### config.mk
export PLATFORM = sky130hd
export DESIGN_NAME = dacdr_top
export DESIGN_NICKNAME = d
export VERILOG_FILES = /design/src/hdl/dacdr_top.v /design/src/hdl/dacdr_axil.v
export VERILOG_INCLUDE_DIRS = /design/src /design/src/hdl
export SDC_FILE = /design/constraint.sdc
export NUM_CORES = 1
export LEC_CHECK = 0
export BUFFER_PORTS_ARGS = -buffer_cell sky130_fd_sc_hd__buf_2
export CAP_MARGIN = 20
export CORE_AREA = 2 2 129 131
export DETAILED_ROUTE_END_ITERATION = 6
export DIE_AREA = 0 0 131 133
export PLACE_DENSITY = 0.65
export SLEW_MARGIN = 30
export SYNTH_ARGS = -nofsm -noshare
export SYNTH_HDL_FRONTEND = slang
export SYNTH_HIERARCHICAL = 1
export SYNTH_SLANG_ARGS = --single-unit
### constraint.sdc
create_clock -name clk -period 5.8 [get_ports clk]
set_input_delay 0.29 -clock clk [delete_from_list [all_inputs] [get_ports clk]]
set_output_delay 0.29 -clock clk [all_outputs]
set_load 0.01 [all_outputs]
### src/hdl/dacdr_regs.vh
// register map, field positions and reset values of the converter channel data registers
`ifndef DACDR_REGS_VH
`define DACDR_REGS_VH
// ============================================================
// offsets
`define DACDR_CTRL_OFS      8'h00
`define DACDR_SWTRIG_OFS    8'h04
`define DACDR_R12_OFS       8'h08
`define DACDR_L12_OFS       8'h0C
`define DACDR_R8_OFS        8'h10
`define DACDR_OUT_OFS       8'h14
`define DACDR_STAT_OFS      8'h18
// ============================================================
// field positions
`define DACDR_TRIG_EN_BIT   2
`define DACDR_TRIG_SEL_LO   3
`define DACDR_TRIG_SEL_HI   4
`define DACDR_DMA_EN_BIT    12
`define DACDR_IRQ_EN_BIT    13
`define DACDR_UNDERRUN_BIT  13
`define DACDR_SWTRIG_BIT    0
`define DACDR_TSEL_EXT      2'h0
`define DACDR_TSEL_SW       2'h1
// ============================================================
// reset values and bus answers
`define DACDR_RESET_VAL     32'h00000000
`define DACDR_RESP_OKAY     2'h0
`define DACDR_RESP_SLVERR   2'h2
`define DACDR_FULL_STRB     4'hF
`endif

### src/hdl/dacdr_top.v
// data holding, output and status registers of one converter channel
// ============================================================
//
// Added by the designer: register access over AXI4-Lite.
module dacdr_top #(
  parameter SAMPLE_W = 12
) (
  input  wire                clk,
  input  wire                arst_n,
  input  wire                ce,
  input  wire [7:0]          s_awaddr,
  input  wire                s_awvalid,
  output wire                s_awready,
  input  wire [31:0]         s_wdata,
  input  wire [3:0]          s_wstrb,
  input  wire                s_wvalid,
  output wire                s_wready,
  output wire [1:0]          s_bresp,
  output wire                s_bvalid,
  input  wire                s_bready,
  input  wire [7:0]          s_araddr,
  input  wire                s_arvalid,
  output wire                s_arready,
  output wire [31:0]         s_rdata,
  output wire [1:0]          s_rresp,
  output wire                s_rvalid,
  input  wire                s_rready,
  input  wire                ext_trig,
  output reg                 dma_req,
  output reg                 underrun_irq,
  output reg  [SAMPLE_W-1:0] converted_sample
);
  `include "dacdr_regs.vh"

  reg                 ctrl_trig_en;
  reg  [1:0]          ctrl_trig_sel;
  reg                 dma_request_enable;
  reg                 dma_underrun_irq_enable;
  reg                 sw_trig;
  reg                 dma_underrun_flag;
  reg  [SAMPLE_W-1:0] pending_sample_field;
  reg                 hold_wr_d;
  reg  [SAMPLE_W-1:0] next_pending;
  reg                 hold_wr;
  reg  [31:0]         rd_data;
  reg                 rd_hit;
  reg                 wr_hit;
  reg                 conv_event;
  reg                 next_underrun;
  reg                 next_dma_en;
  reg                 next_irq_en;
  wire                wr_en;
  wire                rd_en;
  wire [7:0]          wr_addr;
  wire [31:0]         wr_data;

  // ============================================================
  // bus front end
  dacdr_axil u_axil (
    .clk       (clk),
    .arst_n    (arst_n),
    .ce        (ce),
    .s_awaddr  (s_awaddr),
    .s_awvalid (s_awvalid),
    .s_awready (s_awready),
    .s_wdata   (s_wdata),
    .s_wstrb   (s_wstrb),
    .s_wvalid  (s_wvalid),
    .s_wready  (s_wready),
    .s_bresp   (s_bresp),
    .s_bvalid  (s_bvalid),
    .s_bready  (s_bready),
    .s_araddr  (s_araddr),
    .s_arvalid (s_arvalid),
    .s_arready (s_arready),
    .s_rdata   (s_rdata),
    .s_rresp   (s_rresp),
    .s_rvalid  (s_rvalid),
    .s_rready  (s_rready),
    .wr_en     (wr_en),
    .wr_addr   (wr_addr),
    .wr_data   (wr_data),
    .wr_hit    (wr_hit),
    .rd_en     (rd_en),
    .rd_data   (rd_data),
    .rd_hit    (rd_hit)
  );

  // ============================================================
  // decode and pending sample formatting
  // address hit kept apart from the formatter, so wr_en never feeds back into its own source
  always @* begin
    wr_hit = 1'b1;
    case (wr_addr)
      `DACDR_CTRL_OFS, `DACDR_SWTRIG_OFS, `DACDR_STAT_OFS : wr_hit = 1'b1;
      `DACDR_R12_OFS, `DACDR_L12_OFS, `DACDR_R8_OFS      : wr_hit = 1'b1;
      `DACDR_OUT_OFS : wr_hit = 1'b1;  // accepted, output field is read only
      default : wr_hit = 1'b0;
    endcase
  end

  always @* begin
    hold_wr      = 1'b0;
    next_pending = pending_sample_field;
    case (wr_addr)
      `DACDR_R12_OFS : begin
        hold_wr      = wr_en;
        next_pending = wr_data[11:0];
      end
      `DACDR_L12_OFS : begin
        hold_wr      = wr_en;
        next_pending = wr_data[15:4];
      end
      `DACDR_R8_OFS : begin
        hold_wr      = wr_en;
        next_pending = {wr_data[7:0], 4'h0};
      end
      default : next_pending = pending_sample_field;
    endcase
  end

  always @* begin
    rd_hit  = 1'b1;
    rd_data = 32'h00000000;  // reserved bits read zero
    case (s_araddr)
      `DACDR_CTRL_OFS : begin
        rd_data[`DACDR_TRIG_EN_BIT]                         = ctrl_trig_en;
        rd_data[`DACDR_TRIG_SEL_HI:`DACDR_TRIG_SEL_LO]      = ctrl_trig_sel;
        rd_data[`DACDR_DMA_EN_BIT]                          = dma_request_enable;
        rd_data[`DACDR_IRQ_EN_BIT]                          = dma_underrun_irq_enable;
      end
      `DACDR_SWTRIG_OFS : rd_data[`DACDR_SWTRIG_BIT] = sw_trig;
      `DACDR_R12_OFS : rd_data[11:0] = pending_sample_field;
      `DACDR_L12_OFS : rd_data[15:4] = pending_sample_field;
      `DACDR_R8_OFS  : rd_data[7:0]  = pending_sample_field[11:4];
      `DACDR_OUT_OFS : rd_data[11:0] = converted_sample;
      `DACDR_STAT_OFS : rd_data[`DACDR_UNDERRUN_BIT] = dma_underrun_flag;
      default : rd_hit = 1'b0;
    endcase
  end

  // ============================================================
  // conversion event and underrun detection
  always @* begin
    if (!ctrl_trig_en) begin
      conv_event = hold_wr_d;
    end else begin
      case (ctrl_trig_sel)
        `DACDR_TSEL_EXT : conv_event = ext_trig;
        `DACDR_TSEL_SW  : conv_event = sw_trig;
        default         : conv_event = 1'b0;
      endcase
    end
    // enables as they will stand after this edge, so no output outlives a disable
    next_dma_en = dma_request_enable;
    next_irq_en = dma_underrun_irq_enable;
    if (wr_en && wr_addr == `DACDR_CTRL_OFS) begin
      next_dma_en = wr_data[`DACDR_DMA_EN_BIT];
      next_irq_en = wr_data[`DACDR_IRQ_EN_BIT];
    end
    next_underrun = dma_underrun_flag;
    // a write of one clears, but a fresh underrun in that cycle wins
    if (wr_en && wr_addr == `DACDR_STAT_OFS && wr_data[`DACDR_UNDERRUN_BIT])
      next_underrun = 1'b0;
    // trigger while the previous request is still unserved: data came too slow
    if (conv_event && ctrl_trig_en && dma_request_enable && dma_req)
      next_underrun = 1'b1;
  end

  // ============================================================
  // registers
  always @(posedge clk or negedge arst_n) begin
    if (!arst_n) begin
      ctrl_trig_en            <= 1'b0;
      ctrl_trig_sel           <= 2'h0;
      dma_request_enable      <= 1'b0;
      dma_underrun_irq_enable <= 1'b0;
      sw_trig                 <= 1'b0;
      dma_underrun_flag       <= 1'b0;
      pending_sample_field    <= 12'h000;
      converted_sample        <= 12'h000;
      hold_wr_d               <= 1'b0;
      dma_req                 <= 1'b0;
      underrun_irq            <= 1'b0;
    end else if (ce) begin
      if (wr_en && wr_addr == `DACDR_CTRL_OFS) begin
        ctrl_trig_en            <= wr_data[`DACDR_TRIG_EN_BIT];
        ctrl_trig_sel           <= wr_data[`DACDR_TRIG_SEL_HI:`DACDR_TRIG_SEL_LO];
        dma_request_enable      <= wr_data[`DACDR_DMA_EN_BIT];
        dma_underrun_irq_enable <= wr_data[`DACDR_IRQ_EN_BIT];
      end
      // software trigger lasts one cycle, cleared by hardware
      sw_trig <= wr_en && wr_addr == `DACDR_SWTRIG_OFS && wr_data[`DACDR_SWTRIG_BIT];
      if (hold_wr)
        pending_sample_field <= next_pending;
      // delayed so the untriggered conversion picks up the freshly stored sample
      hold_wr_d <= hold_wr;
      if (conv_event)
        converted_sample <= pending_sample_field;
      // new data written serves the request; a new trigger asks again
      if (conv_event && ctrl_trig_en && next_dma_en)
        dma_req <= 1'b1;
      else if (hold_wr || !next_dma_en)
        dma_req <= 1'b0;
      // output still takes the stale sample on an underrun; the flag and, when enabled, underrun_irq tell software
      dma_underrun_flag <= next_underrun;
      // irq follows flag and enable as both stand after this edge
      underrun_irq      <= next_underrun & next_irq_en;
    end
  end
endmodule

### src/hdl/dacdr_axil.v
// axi4-lite slave front end: one write and one read in flight, registered answers
module dacdr_axil (
  input  wire        clk,
  input  wire        arst_n,
  input  wire        ce,
  input  wire [7:0]  s_awaddr,
  input  wire        s_awvalid,
  output reg         s_awready,
  input  wire [31:0] s_wdata,
  input  wire [3:0]  s_wstrb,
  input  wire        s_wvalid,
  output reg         s_wready,
  output reg  [1:0]  s_bresp,
  output reg         s_bvalid,
  input  wire        s_bready,
  input  wire [7:0]  s_araddr,
  input  wire        s_arvalid,
  output reg         s_arready,
  output reg  [31:0] s_rdata,
  output reg  [1:0]  s_rresp,
  output reg         s_rvalid,
  input  wire        s_rready,
  output wire        wr_en,
  output reg  [7:0]  wr_addr,
  output reg  [31:0] wr_data,
  input  wire        wr_hit,
  output wire        rd_en,
  input  wire [31:0] rd_data,
  input  wire        rd_hit
);
  `include "dacdr_regs.vh"

  reg       aw_held;
  reg       w_held;
  reg [3:0] wr_strb;
  wire      full_word;

  // partial words are refused: byte lanes would tear the 12-bit sample
  assign full_word = (wr_strb == `DACDR_FULL_STRB);
  assign wr_en     = aw_held & w_held & ~s_bvalid & wr_hit & full_word;
  assign rd_en     = s_arvalid & s_arready;

  // ============================================================
  // write channels
  always @(posedge clk or negedge arst_n) begin
    if (!arst_n) begin
      aw_held   <= 1'b0;
      w_held    <= 1'b0;
      wr_addr   <= 8'h00;
      wr_data   <= 32'h00000000;
      wr_strb   <= 4'h0;
      s_awready <= 1'b0;
      s_wready  <= 1'b0;
      s_bvalid  <= 1'b0;
      s_bresp   <= 2'h0;
    end else if (ce) begin
      s_awready <= ~aw_held & ~(s_awvalid & s_awready) & ~s_bvalid;
      s_wready  <= ~w_held & ~(s_wvalid & s_wready) & ~s_bvalid;
      if (s_awvalid && s_awready) begin
        aw_held <= 1'b1;
        wr_addr <= s_awaddr;
      end
      if (s_wvalid && s_wready) begin
        w_held  <= 1'b1;
        wr_data <= s_wdata;
        wr_strb <= s_wstrb;
      end
      if (aw_held && w_held && !s_bvalid) begin
        aw_held  <= 1'b0;
        w_held   <= 1'b0;
        s_bvalid <= 1'b1;
        s_bresp  <= (wr_hit && full_word) ? `DACDR_RESP_OKAY : `DACDR_RESP_SLVERR;
      end else if (s_bvalid && s_bready) begin
        s_bvalid <= 1'b0;
      end
    end
  end

  // ============================================================
  // read channels
  always @(posedge clk or negedge arst_n) begin
    if (!arst_n) begin
      s_arready <= 1'b0;
      s_rvalid  <= 1'b0;
      s_rdata   <= 32'h00000000;
      s_rresp   <= 2'h0;
    end else if (ce) begin
      s_arready <= ~s_rvalid & ~(s_arvalid & s_arready);
      if (rd_en) begin
        s_rvalid <= 1'b1;
        s_rdata  <= rd_data;
        s_rresp  <= rd_hit ? `DACDR_RESP_OKAY : `DACDR_RESP_SLVERR;
      end else if (s_rvalid && s_rready) begin
        s_rvalid <= 1'b0;
      end
    end
  end
endmodule

==> flow_summary.ini, run 1 <==
[run_status]
status = finished, final reports clean

[final_layout]
drive_gt1_frac = 0.418
fill_cells = 1631
final_common_cell = dfrtp_1
stdcell_area_sq_um = 5830
final_nets = 544
area_growth_pct = 19.9
insertedDiodeCount = 0
final_cell_mix = dfrtp_1 (103), buf_2 (96), mux2_2 (66)

[logic_synthesis]
yosys_warnings = 6
synth_area_sq_um = 4860
synthCells = 380
avgSynthCellArea_sq_um = 12.8

[global_route]
grt_overflow = 0
grt_antenna_before_repair = 0
grt_usage = 0.132
grt_pass1_vias = 3271
grt_pass1_wl_um = 17500
grt_max_degree = 86

[timing]
period_needed_ns = 3.39
worst_pin_slew_ns = 0.809
setup_viol = 0
hold_violations = 0
drv_slew = 0
achievable-frequency_mhz = 295
setup-tns-final_ns = 0
min_period_over_period = 0.584
fin_ws_ns = 2.41
fin_hold_ws_ns = 0.166
slew_headroom = 0.459
finClkSkew_ns = 0.0138
rsz0062_at_grt = no

[critical_path]
slowest_delay_ns = 0.71
r2r_cells = 10
crit_type = flip-flop to flip-flop
start_kind = flip-flop
worst_path_max_delay_cell = o2111a_1
crit_arrival_ns = 3.61
crit_path_frequent_cell = nand2_1
path_buf_inv = 0
cp.required_ns = 6.02
endpoint_kind = flip-flop
cp.depth = 10
crit_chain = nor4_1 > nand2_1 > a31oi_1 > nand2_1 > nor2_1 > nor4b_1 > and2_1 > o2111a_1 > a2bb2oi_1 > a21oi_1
cp_top_family = simple AND/OR/NAND/NOR gates
cp_max_fo = 26

[floorplan]
io_pins = 116
die_height_um = 133
rows = 47
die_w_um = 131
die_area_sq_um = 17400
design.core.area_sq_um = 16200
initial_core_util = 0.301

[routing]
drc_errors = 0
vias = 3325
wl_um = 11100
antenna_left = 0
dr.pass1.iters = 4
via_per_inst = 4.70
wl_per_cell_um = 15.7
first_iter_violations = 125

[cts]
cts_tree = yes
clkTransAtPathRegs_ns = 0.08
max-clock-path-buffers = 2
clock_sinks = 103
numCtsBuffers = 9
cts_root_buf = clkbuf_16
htreeDepth = 3
clock_latency_ns = 0.36

[placement]
place_ws_ns = 2.36
hpwl_um = 8170
io_buffers = 97
place_congestion = 0.790
place_area_sq_um = 5530

[run]
maxCapViolations = 0

[worst_hold_path]
hold_depth = 2
hold_class = primary input to flip-flop

[power]
power_density_nw_per_um2 = 393
p_leak_nw = 2.85
ir_drop_v = 0.000212
[where the power goes]
| group | switching [mW] | internal, mW |
|---|---|---|
| Clock | 0.291 | 0.300 |
| Combinational | 0.272 | 0.334 |
| Sequential | 0.171 | 0.922 |
| Total | 0.734 | 1.56 |
[stage by stage]
step	util	cells	total power, mW
2_1_floorplan	-	396	1.49
3_3_place_gp	0.342	691	1.68
3_5_place_dp	0.342	691	1.72
4_1_cts	0.361	708	2.33
5_1_grt	0.361	708	2.43
6_report	0.361	708	2.29
[registers in the layout, indices dropped and copies added (netlist names), 2 cells and up]
| register | count |
|---|---|
| pending_sample_field | 12 |
| u_axil/wr_strb | 4 |
| u_axil/wr_addr | 8 |
| converted_sample | 12 |
| u_axil/s_rdata | 32 |
| u_axil/wr_data | 16 |
| ctrl_trig_sel | 2 |
[final cells by class]
| class | instances | area (sq um) | area share |
|---|---|---|---|
| Multi-Input combinational cell | 264 | 2160 | 0.370 |
| Inverter | 6 | 22.5 | 0.00386 |
| Tap cell | 220 | 275 | 0.0472 |
| Clock inverter | 7 | 66.3 | 0.0114 |
| Sequential cell | 103 | 2580 | 0.442 |
| Timing Repair Buffer | 99 | 509 | 0.0873 |
| Clock buffer | 9 | 225 | 0.0386 |
[worst paths after layout]
kind                                               start                             to  slack, ns
hold reg to reg                    hold_wr_d$_DFFE_PN0P_          hold_wr_d$_DFFE_PN0P_       0.48
max in group asynchronous                         arst_n  u_axil/wr_addr[1]$_DFFE_PN0P_       4.41
min in group asynchronous                         arst_n    u_axil/s_rvalid$_DFFE_PN0P_       0.36
setup reg to reg           u_axil/wr_addr[0]$_DFFE_PN0P_            dma_req$_DFFE_PN0P_       2.41
hold / removal                                s_wdata[5]  u_axil/wr_data[5]$_DFFE_PN0P_       0.17
setup / recovery           u_axil/wr_addr[0]$_DFFE_PN0P_            dma_req$_DFFE_PN0P_       2.41
[layer usage]
metal  vias up  part of all wire  track usage
met5         -                 0            0
met4         0             0.011       0.0343
met3        10             0.060       0.0481
met2        91              0.47        0.202
met1      1638              0.46        0.177
li1       1586                 -            -
[repair_timing]
action,4_1_cts,5_1_grt
endpoints found under the hold margin,18,0
setup buffers,0,0
endpoints found under the setup margin,0,0
hold buffers,1,0
gates resized for setup,0,0
[worst reg2reg max path: stages (launching register included)]
cell,delay (ns)
dfrtp_1,0.40
nor4_1,0.61
nand2_1,0.17
a31oi_1,0.18
nand2_1,0.09
nor2_1,0.14
nor4b_1,0.48
and2_1,0.22
o2111a_1,0.71
a2bb2oi_1,0.22
a21oi_1,0.06
No activity file was read; power rests on OpenSTA's default activity.
==> run 2, diff against run 1 <==
--- a/config.mk
+++ b/config.mk
@@ -6,6 +6,7 @@
 export SDC_FILE = /design/constraint.sdc
 export NUM_CORES = 1
 export LEC_CHECK = 0
+export ABC_AREA = 1
 export BUFFER_PORTS_ARGS = -buffer_cell sky130_fd_sc_hd__buf_2
 export CAP_MARGIN = 20
 export CORE_AREA = 2 2 129 131
==> constraint.sdc (replaced) <==
create_clock -name clk -period 3.5 [get_ports clk]
set_input_delay 0.175 -clock clk [delete_from_list [all_inputs] [get_ports clk]]
set_output_delay 0.175 -clock clk [all_outputs]
set_load 0.01 [all_outputs]
==> run 2 against run 1 <==
  * Flip-flop and latch count did not move
  * Total power rose by 57%
  * Clock power rose by 81%
  * Area after synthesis rose by 1.9%
  * Register-to-register slack got worse by 1.1 ns
  * Largest power group unchanged
  * Largest cell class unchanged
  * Highest routed layer unchanged
  * Cell count rose by 36%
  * Clock skew fell by 0.0041 ns
  * Critical path type unchanged
  * Cell area rose by 2.5%
  * Synthesized cell count rose by 68%
==> flow_summary.ini, run 2 <==
[run_status]
status = finished, final reports clean

[logic_synthesis]
synth_area_sq_um = 4960
yosys_warnings = 6
synthCells = 638
avgSynthCellArea_sq_um = 7.77

[final_layout]
area_growth_pct = 20.7
insertedDiodeCount = 0
layout.cells.non_filler = 966
drive_gt1_frac = 0.182
regMostFlops = u_axil/s_rdata
largest_reg_flops = 32
final_cell_mix = nand2_1 (262), dfrtp_1 (103), buf_2 (96)
final_common_cell = nand2_1
reg.largest.list = u_axil/s_rdata: 32 flops, u_axil/wr_data: 16 flops
fill_cells = 1703
final_nets = 802

[floorplan]
io_pins = 116
initial_core_util = 0.306
die_height_um = 133
die_w_um = 131
design.core.area_sq_um = 16200
rows = 47
die_area_sq_um = 17400

[routing]
wl_per_cell_um = 12.7
dr.pass1.iters = 4
wl_um = 12300
antenna_left = 0
via_per_inst = 4.45
first_iter_violations = 252
drc_errors = 0
vias = 4296

[timing]
worst_pin_slew_ns = 0.742
finClkSkew_ns = 0.00966
rsz0062_at_grt = no
fin_ws_ns = 1.36
setup_viol = 0
period_needed_ns = 2.14
fin_hold_ws_ns = 0.00942
drv_slew = 0
setup-tns-final_ns = 0
min_period_over_period = 0.612
achievable-frequency_mhz = 467
slew_headroom = 0.502
hold_violations = 0

[critical_path]
rrSetupSlack_ns = 1.36
rr_endpoint = pending_sample_field[0]$_DFFE_PN0P_
crit_type = flip-flop to flip-flop
r2r_cells = 13
start_kind = flip-flop
endpoint_kind = flip-flop
crit_arrival_ns = 2.44
cp_max_fo = 15
regToRegStartpoint = u_axil/wr_addr[0]$_DFFE_PN0P_
cp.required_ns = 3.80

[placement]
hpwl_um = 8870
io_buffers = 97
placed_cells = 948
place_congestion = 0.854
place_ws_ns = 1.36

[cts]
htreeDepth = 3
post_cts_resized = 0
cts_tree = yes
cts_root_buf = clkbuf_16
post_cts.repair.setup_buffers = 0
max-clock-path-buffers = 2
clkTransAtPathRegs_ns = 0.07
clock_latency_ns = 0.36
clock_sinks = 103
cts_hold_buf = 2
numCtsBuffers = 9

[power]
swShare = 0.351
power_frac_clock = 0.297
power_frac_comb = 0.237
power_density_nw_per_um2 = 600
power_mw = 3.59
ir_drop_v = 0.000305
p_sw_mw = 1.26
p_leak_nw = 3.23
p_int_mw = 2.33
seqPwrFrac = 0.466

[worst_hold_path]
hold_class = primary input to flip-flop
min_to = u_axil/wr_data[9]$_DFFE_PN0P_
hold_depth = 3
hp-start = s_wdata[9]

[global_route]
grt_pass1_wl_um = 20100
grt_antenna_before_repair = 0
grt_overflow = 0
grt_max_degree = 49
grt_usage = 0.147
grt_pass1_vias = 3984

[run]
maxCapViolations = 0
==> run 2: layout make-up <==
class	count	area [sq um]	share of cell area
inverter	43	164	0.0274
clock buffer	9	225	0.0376
sequential	103	2580	0.431
clock inverter	7	86.3	0.0144
timing repair buffer	103	538	0.0899
tap	220	275	0.0460
multi-input combinational	481	2120	0.354
==> run 2: stage by stage <==
step	instance area, sq um	util
floorplan	5020	-
global route	5980	0.370
CTS	5980	0.370
global placement	5650	0.349
finish	5980	0.370
detailed placement	5650	0.349
==> run 2: per-layer routing <==
layer	routed length (um)	vias to the layer above	track usage
li1	-	2220	-
met5	0	-	0
met2	5520	114	0.226
met1	5870	1952	0.204
met3	750	10	0.0473
met4	109	0	0.0325
==> run 2: how the worst max path moves through the flow <==
stage	start	endpoint	slack, ns	cells past startpoint
floorplan	u_axil/wr_addr[0]$_DFFE_PN0P_	pending_sample_field[10]$_DFFE_PN0P_	1.68	13
global placement	u_axil/s_arready$_DFFE_PN0P_	u_axil/s_rresp[1]$_DFFE_PN0P_	1.28	4
detailed placement	u_axil/wr_addr[0]$_DFFE_PN0P_	pending_sample_field[2]$_DFFE_PN0P_	1.36	13
CTS	u_axil/wr_addr[0]$_DFFE_PN0P_	pending_sample_field[2]$_DFFE_PN0P_	1.33	13
global route	u_axil/wr_addr[0]$_DFFE_PN0P_	pending_sample_field[0]$_DFFE_PN0P_	1.04	13
finish	u_axil/wr_addr[0]$_DFFE_PN0P_	pending_sample_field[0]$_DFFE_PN0P_	1.36	13
==> run 2: power by group through the flow <==
| stage | registers, mW | clock network (mW) | logic, mW |
|---|---|---|---|
| global route | 1.71 | 1.14 | 0.993 |
| finish | 1.67 | 1.07 | 0.849 |
| CTS | 1.67 | 1.09 | 0.862 |
| floorplan | 1.69 | 0 | 0.564 |
| detailed placement | 1.69 | 0 | 0.859 |
| global placement | 1.69 | 0 | 0.843 |
==> run 2: worst max-delay path, stage by stage (launching register included) <==
cell	delay, ns
dfrtp_1	0.40
inv_1	0.06
nand2_1	0.12
a311oi_1	0.28
inv_1	0.07
nor2_1	0.10
nand2_1	0.10
nor2_1	0.21
nand2_1	0.09
clkinv_1	0.21
nand2_4	0.16
inv_1	0.15
nor2_1	0.05
nor2_1	0.08
==> run 3, diff against run 2 <==
==> constraint.sdc (replaced) <==
create_clock -name clk -period 2.01 [get_ports clk]
set_input_delay 0.1005 -clock clk [delete_from_list [all_inputs] [get_ports clk]]
set_output_delay 0.1005 -clock clk [all_outputs]
set_load 0.01 [all_outputs]
==> run 3 against run 2 <==
  * Global-route usage up 0.39 points
  * Die area is the same
  * Sequential share of layout area down 2.7 points
  * Worst setup slack got worse by 1.1 ns
  * Critical path depth is 1 lower
  * Critical path type unchanged
  * Critical endpoint is now pending_sample_field[2]$_DFFE_PN0P_
  * Highest routed layer unchanged
==> flow_summary.ini, run 3 (synthesis gave the netlist of run 2 again) <==
[run_status]
status = finished, final reports clean

[cts]
max-clock-path-buffers = 2
cts_root_buf = clkbuf_16
numCtsBuffers = 9
cts_tree = yes
clock_sinks = 103
htreeDepth = 3
clkTransAtPathRegs_ns = 0.07
clock_latency_ns = 0.36

[timing]
achievable-frequency_mhz = 564
finClkSkew_ns = 0.00760
setup_viol = 0
hold_violations = 0
min_period_over_period = 0.882
setup-tns-final_ns = 0
worst_pin_slew_ns = 0.599
period_needed_ns = 1.77
fin_ws_ns = 0.238
drv_slew = 0
rsz0062_at_grt = no
slew_headroom = 0.601

[global_route]
grt_max_degree = 46
grt_antenna_before_repair = 0
grt_overflow = 0
grt_pass1_vias = 4120
grt_pass1_wl_um = 20600
grt_usage = 0.151

[power]
power_mw = 6.33
p_sw_mw = 2.17
power_frac_clock = 0.287
power_frac_comb = 0.252
power_density_nw_per_um2 = 992
swShare = 0.343
ir_drop_v = 0.000809
p_int_mw = 4.16
seqPwrFrac = 0.461
p_leak_nw = 3.40

[critical_path]
start_kind = flip-flop
critPathLaunch = u_axil/wr_addr[5]$_DFFE_PN0P_
cp_max_fo = 15
regToRegStartpoint = u_axil/wr_addr[5]$_DFFE_PN0P_
crit_arrival_ns = 2.02
cp.required_ns = 2.26
endpoint_kind = flip-flop
crit_type = flip-flop to flip-flop

[final_layout]
reg.largest.list = u_axil/s_rdata: 32 flops, u_axil/wr_data: 16 flops
seq_area_sq_um = 2580
drive_gt1_frac = 0.190
layout.cells.non_filler = 1006
largest_reg_flops = 32
final_cell_mix = nand2_1 (263), dfrtp_1 (103), buf_2 (96)
stdcell_area_sq_um = 6380
insertedDiodeCount = 0
regMostFlops = u_axil/s_rdata
final_common_cell = nand2_1
final_nets = 842
area_growth_pct = 28.7
multi_input_area_sq_um = 2130
fill_cells = 1721

[placement]
place_congestion = 0.854
placed_cells = 959
hpwl_um = 8940
place_ws_ns = 0.124
io_buffers = 97
place_area_sq_um = 5740

[routing]
wl_per_cell_um = 12.4
dr.pass1.iters = 5
first_iter_violations = 252
drc_errors = 0
antenna_left = 0
vias = 4447
via_per_inst = 4.42
wl_um = 12500

[floorplan]
die_height_um = 133
io_pins = 116
design.core.area_sq_um = 16200
die_area_sq_um = 17400
rows = 47
initial_core_util = 0.306
die_w_um = 131

[worst_hold_path]
hold_class = primary input to flip-flop
hp-start = s_awvalid

[run]
maxCapViolations = 0
-- run 3: cell types whose count changed in the layout (fill, tap and decap cells not counted), sizes merged --
cell / before / now
clkbuf: 9 / 11
clkinvlp: 1 / 2
buf: 101 / 112
inv: 46 / 44
dlygate4sd3: 2 / 31
clkinv: 2 / 1
-- run 3: power groups by stage --
stage	logic, mW	clock network [mW]	registers (mW)
after floorplan	0.983	0	2.94
after global placement	1.53	0	2.93
after detailed placement	1.55	0	2.95
after CTS	1.61	1.90	2.91
after global routing	1.85	1.95	2.98
final	1.59	1.82	2.92
-- run 3: cell type report --
| type | count | share of cell area |
|---|---|---|
| Clock buffer | 11 | 0.0381 |
| Clock inverter | 5 | 0.0102 |
| Inverter | 43 | 0.0257 |
| Multi-Input combinational cell | 481 | 0.334 |
| Sequential cell | 103 | 0.404 |
| Tap cell | 220 | 0.0432 |
| Timing Repair Buffer | 143 | 0.145 |
-- run 3: per-layer routing --
layer / global-route usage / wire length, um / vias to the layer above
met3: 0.0364 / 634 / 8
met1: 0.212 / 6060 / 2022
met4: 0.0502 / 167 / 0
met5: 0 / 0 / -
li1: - / - / 2299
met2: 0.230 / 5590 / 118
-- run 3: stage by stage --
step,hold WS (ns),utilization
final,0.0964,0.394
after global routing,0.103,0.394
after global placement,0.152,0.355
after CTS,0.0800,0.393
after floorplan,-0.195,-
after detailed placement,0.156,0.355
-- run 3: critical path, stage by stage (launching register included) --
cell and delay, ns:
dfrtp_1 0.39, inv_1 0.09, nand3_1 0.09, a311oi_2 0.19, inv_1 0.06, nor2_1 0.09
nand2_1 0.12, nor2_4 0.13, nand2_1 0.07, clkinv_1 0.11, nand2_4 0.13, nor2_1 0.14
nor2_1 0.06
-- run 3: path summary, 6_finish.rpt --
path / slack [ns] / cells after the start / to
worst max-delay path: 0.24 / 12 / pending_sample_field[2]$_DFFE_PN0P_
worst min-delay path: 0.1 / 4 / u_axil/s_awready$_DFFE_PN0P_
worst max register to register: 0.24 / 12 / pending_sample_field[2]$_DFFE_PN0P_
worst min register to register: 0.47 / 2 / u_axil/s_rdata[16]$_DFFE_PN0P_
max in group asynchronous: 1.08 / 3 / converted_sample[11]$_DFFE_PN0P_
min in group asynchronous: 0.30 / 2 / u_axil/s_rdata[22]$_DFFE_PN0P_
-- run 3: repair_timing --
action,in CTS,in global routing
resized for setup,0,5
buffers inserted,0,0
endpoints found under the setup margin,0,21
endpoints found under the hold margin,72,0
hold buffers,31,0
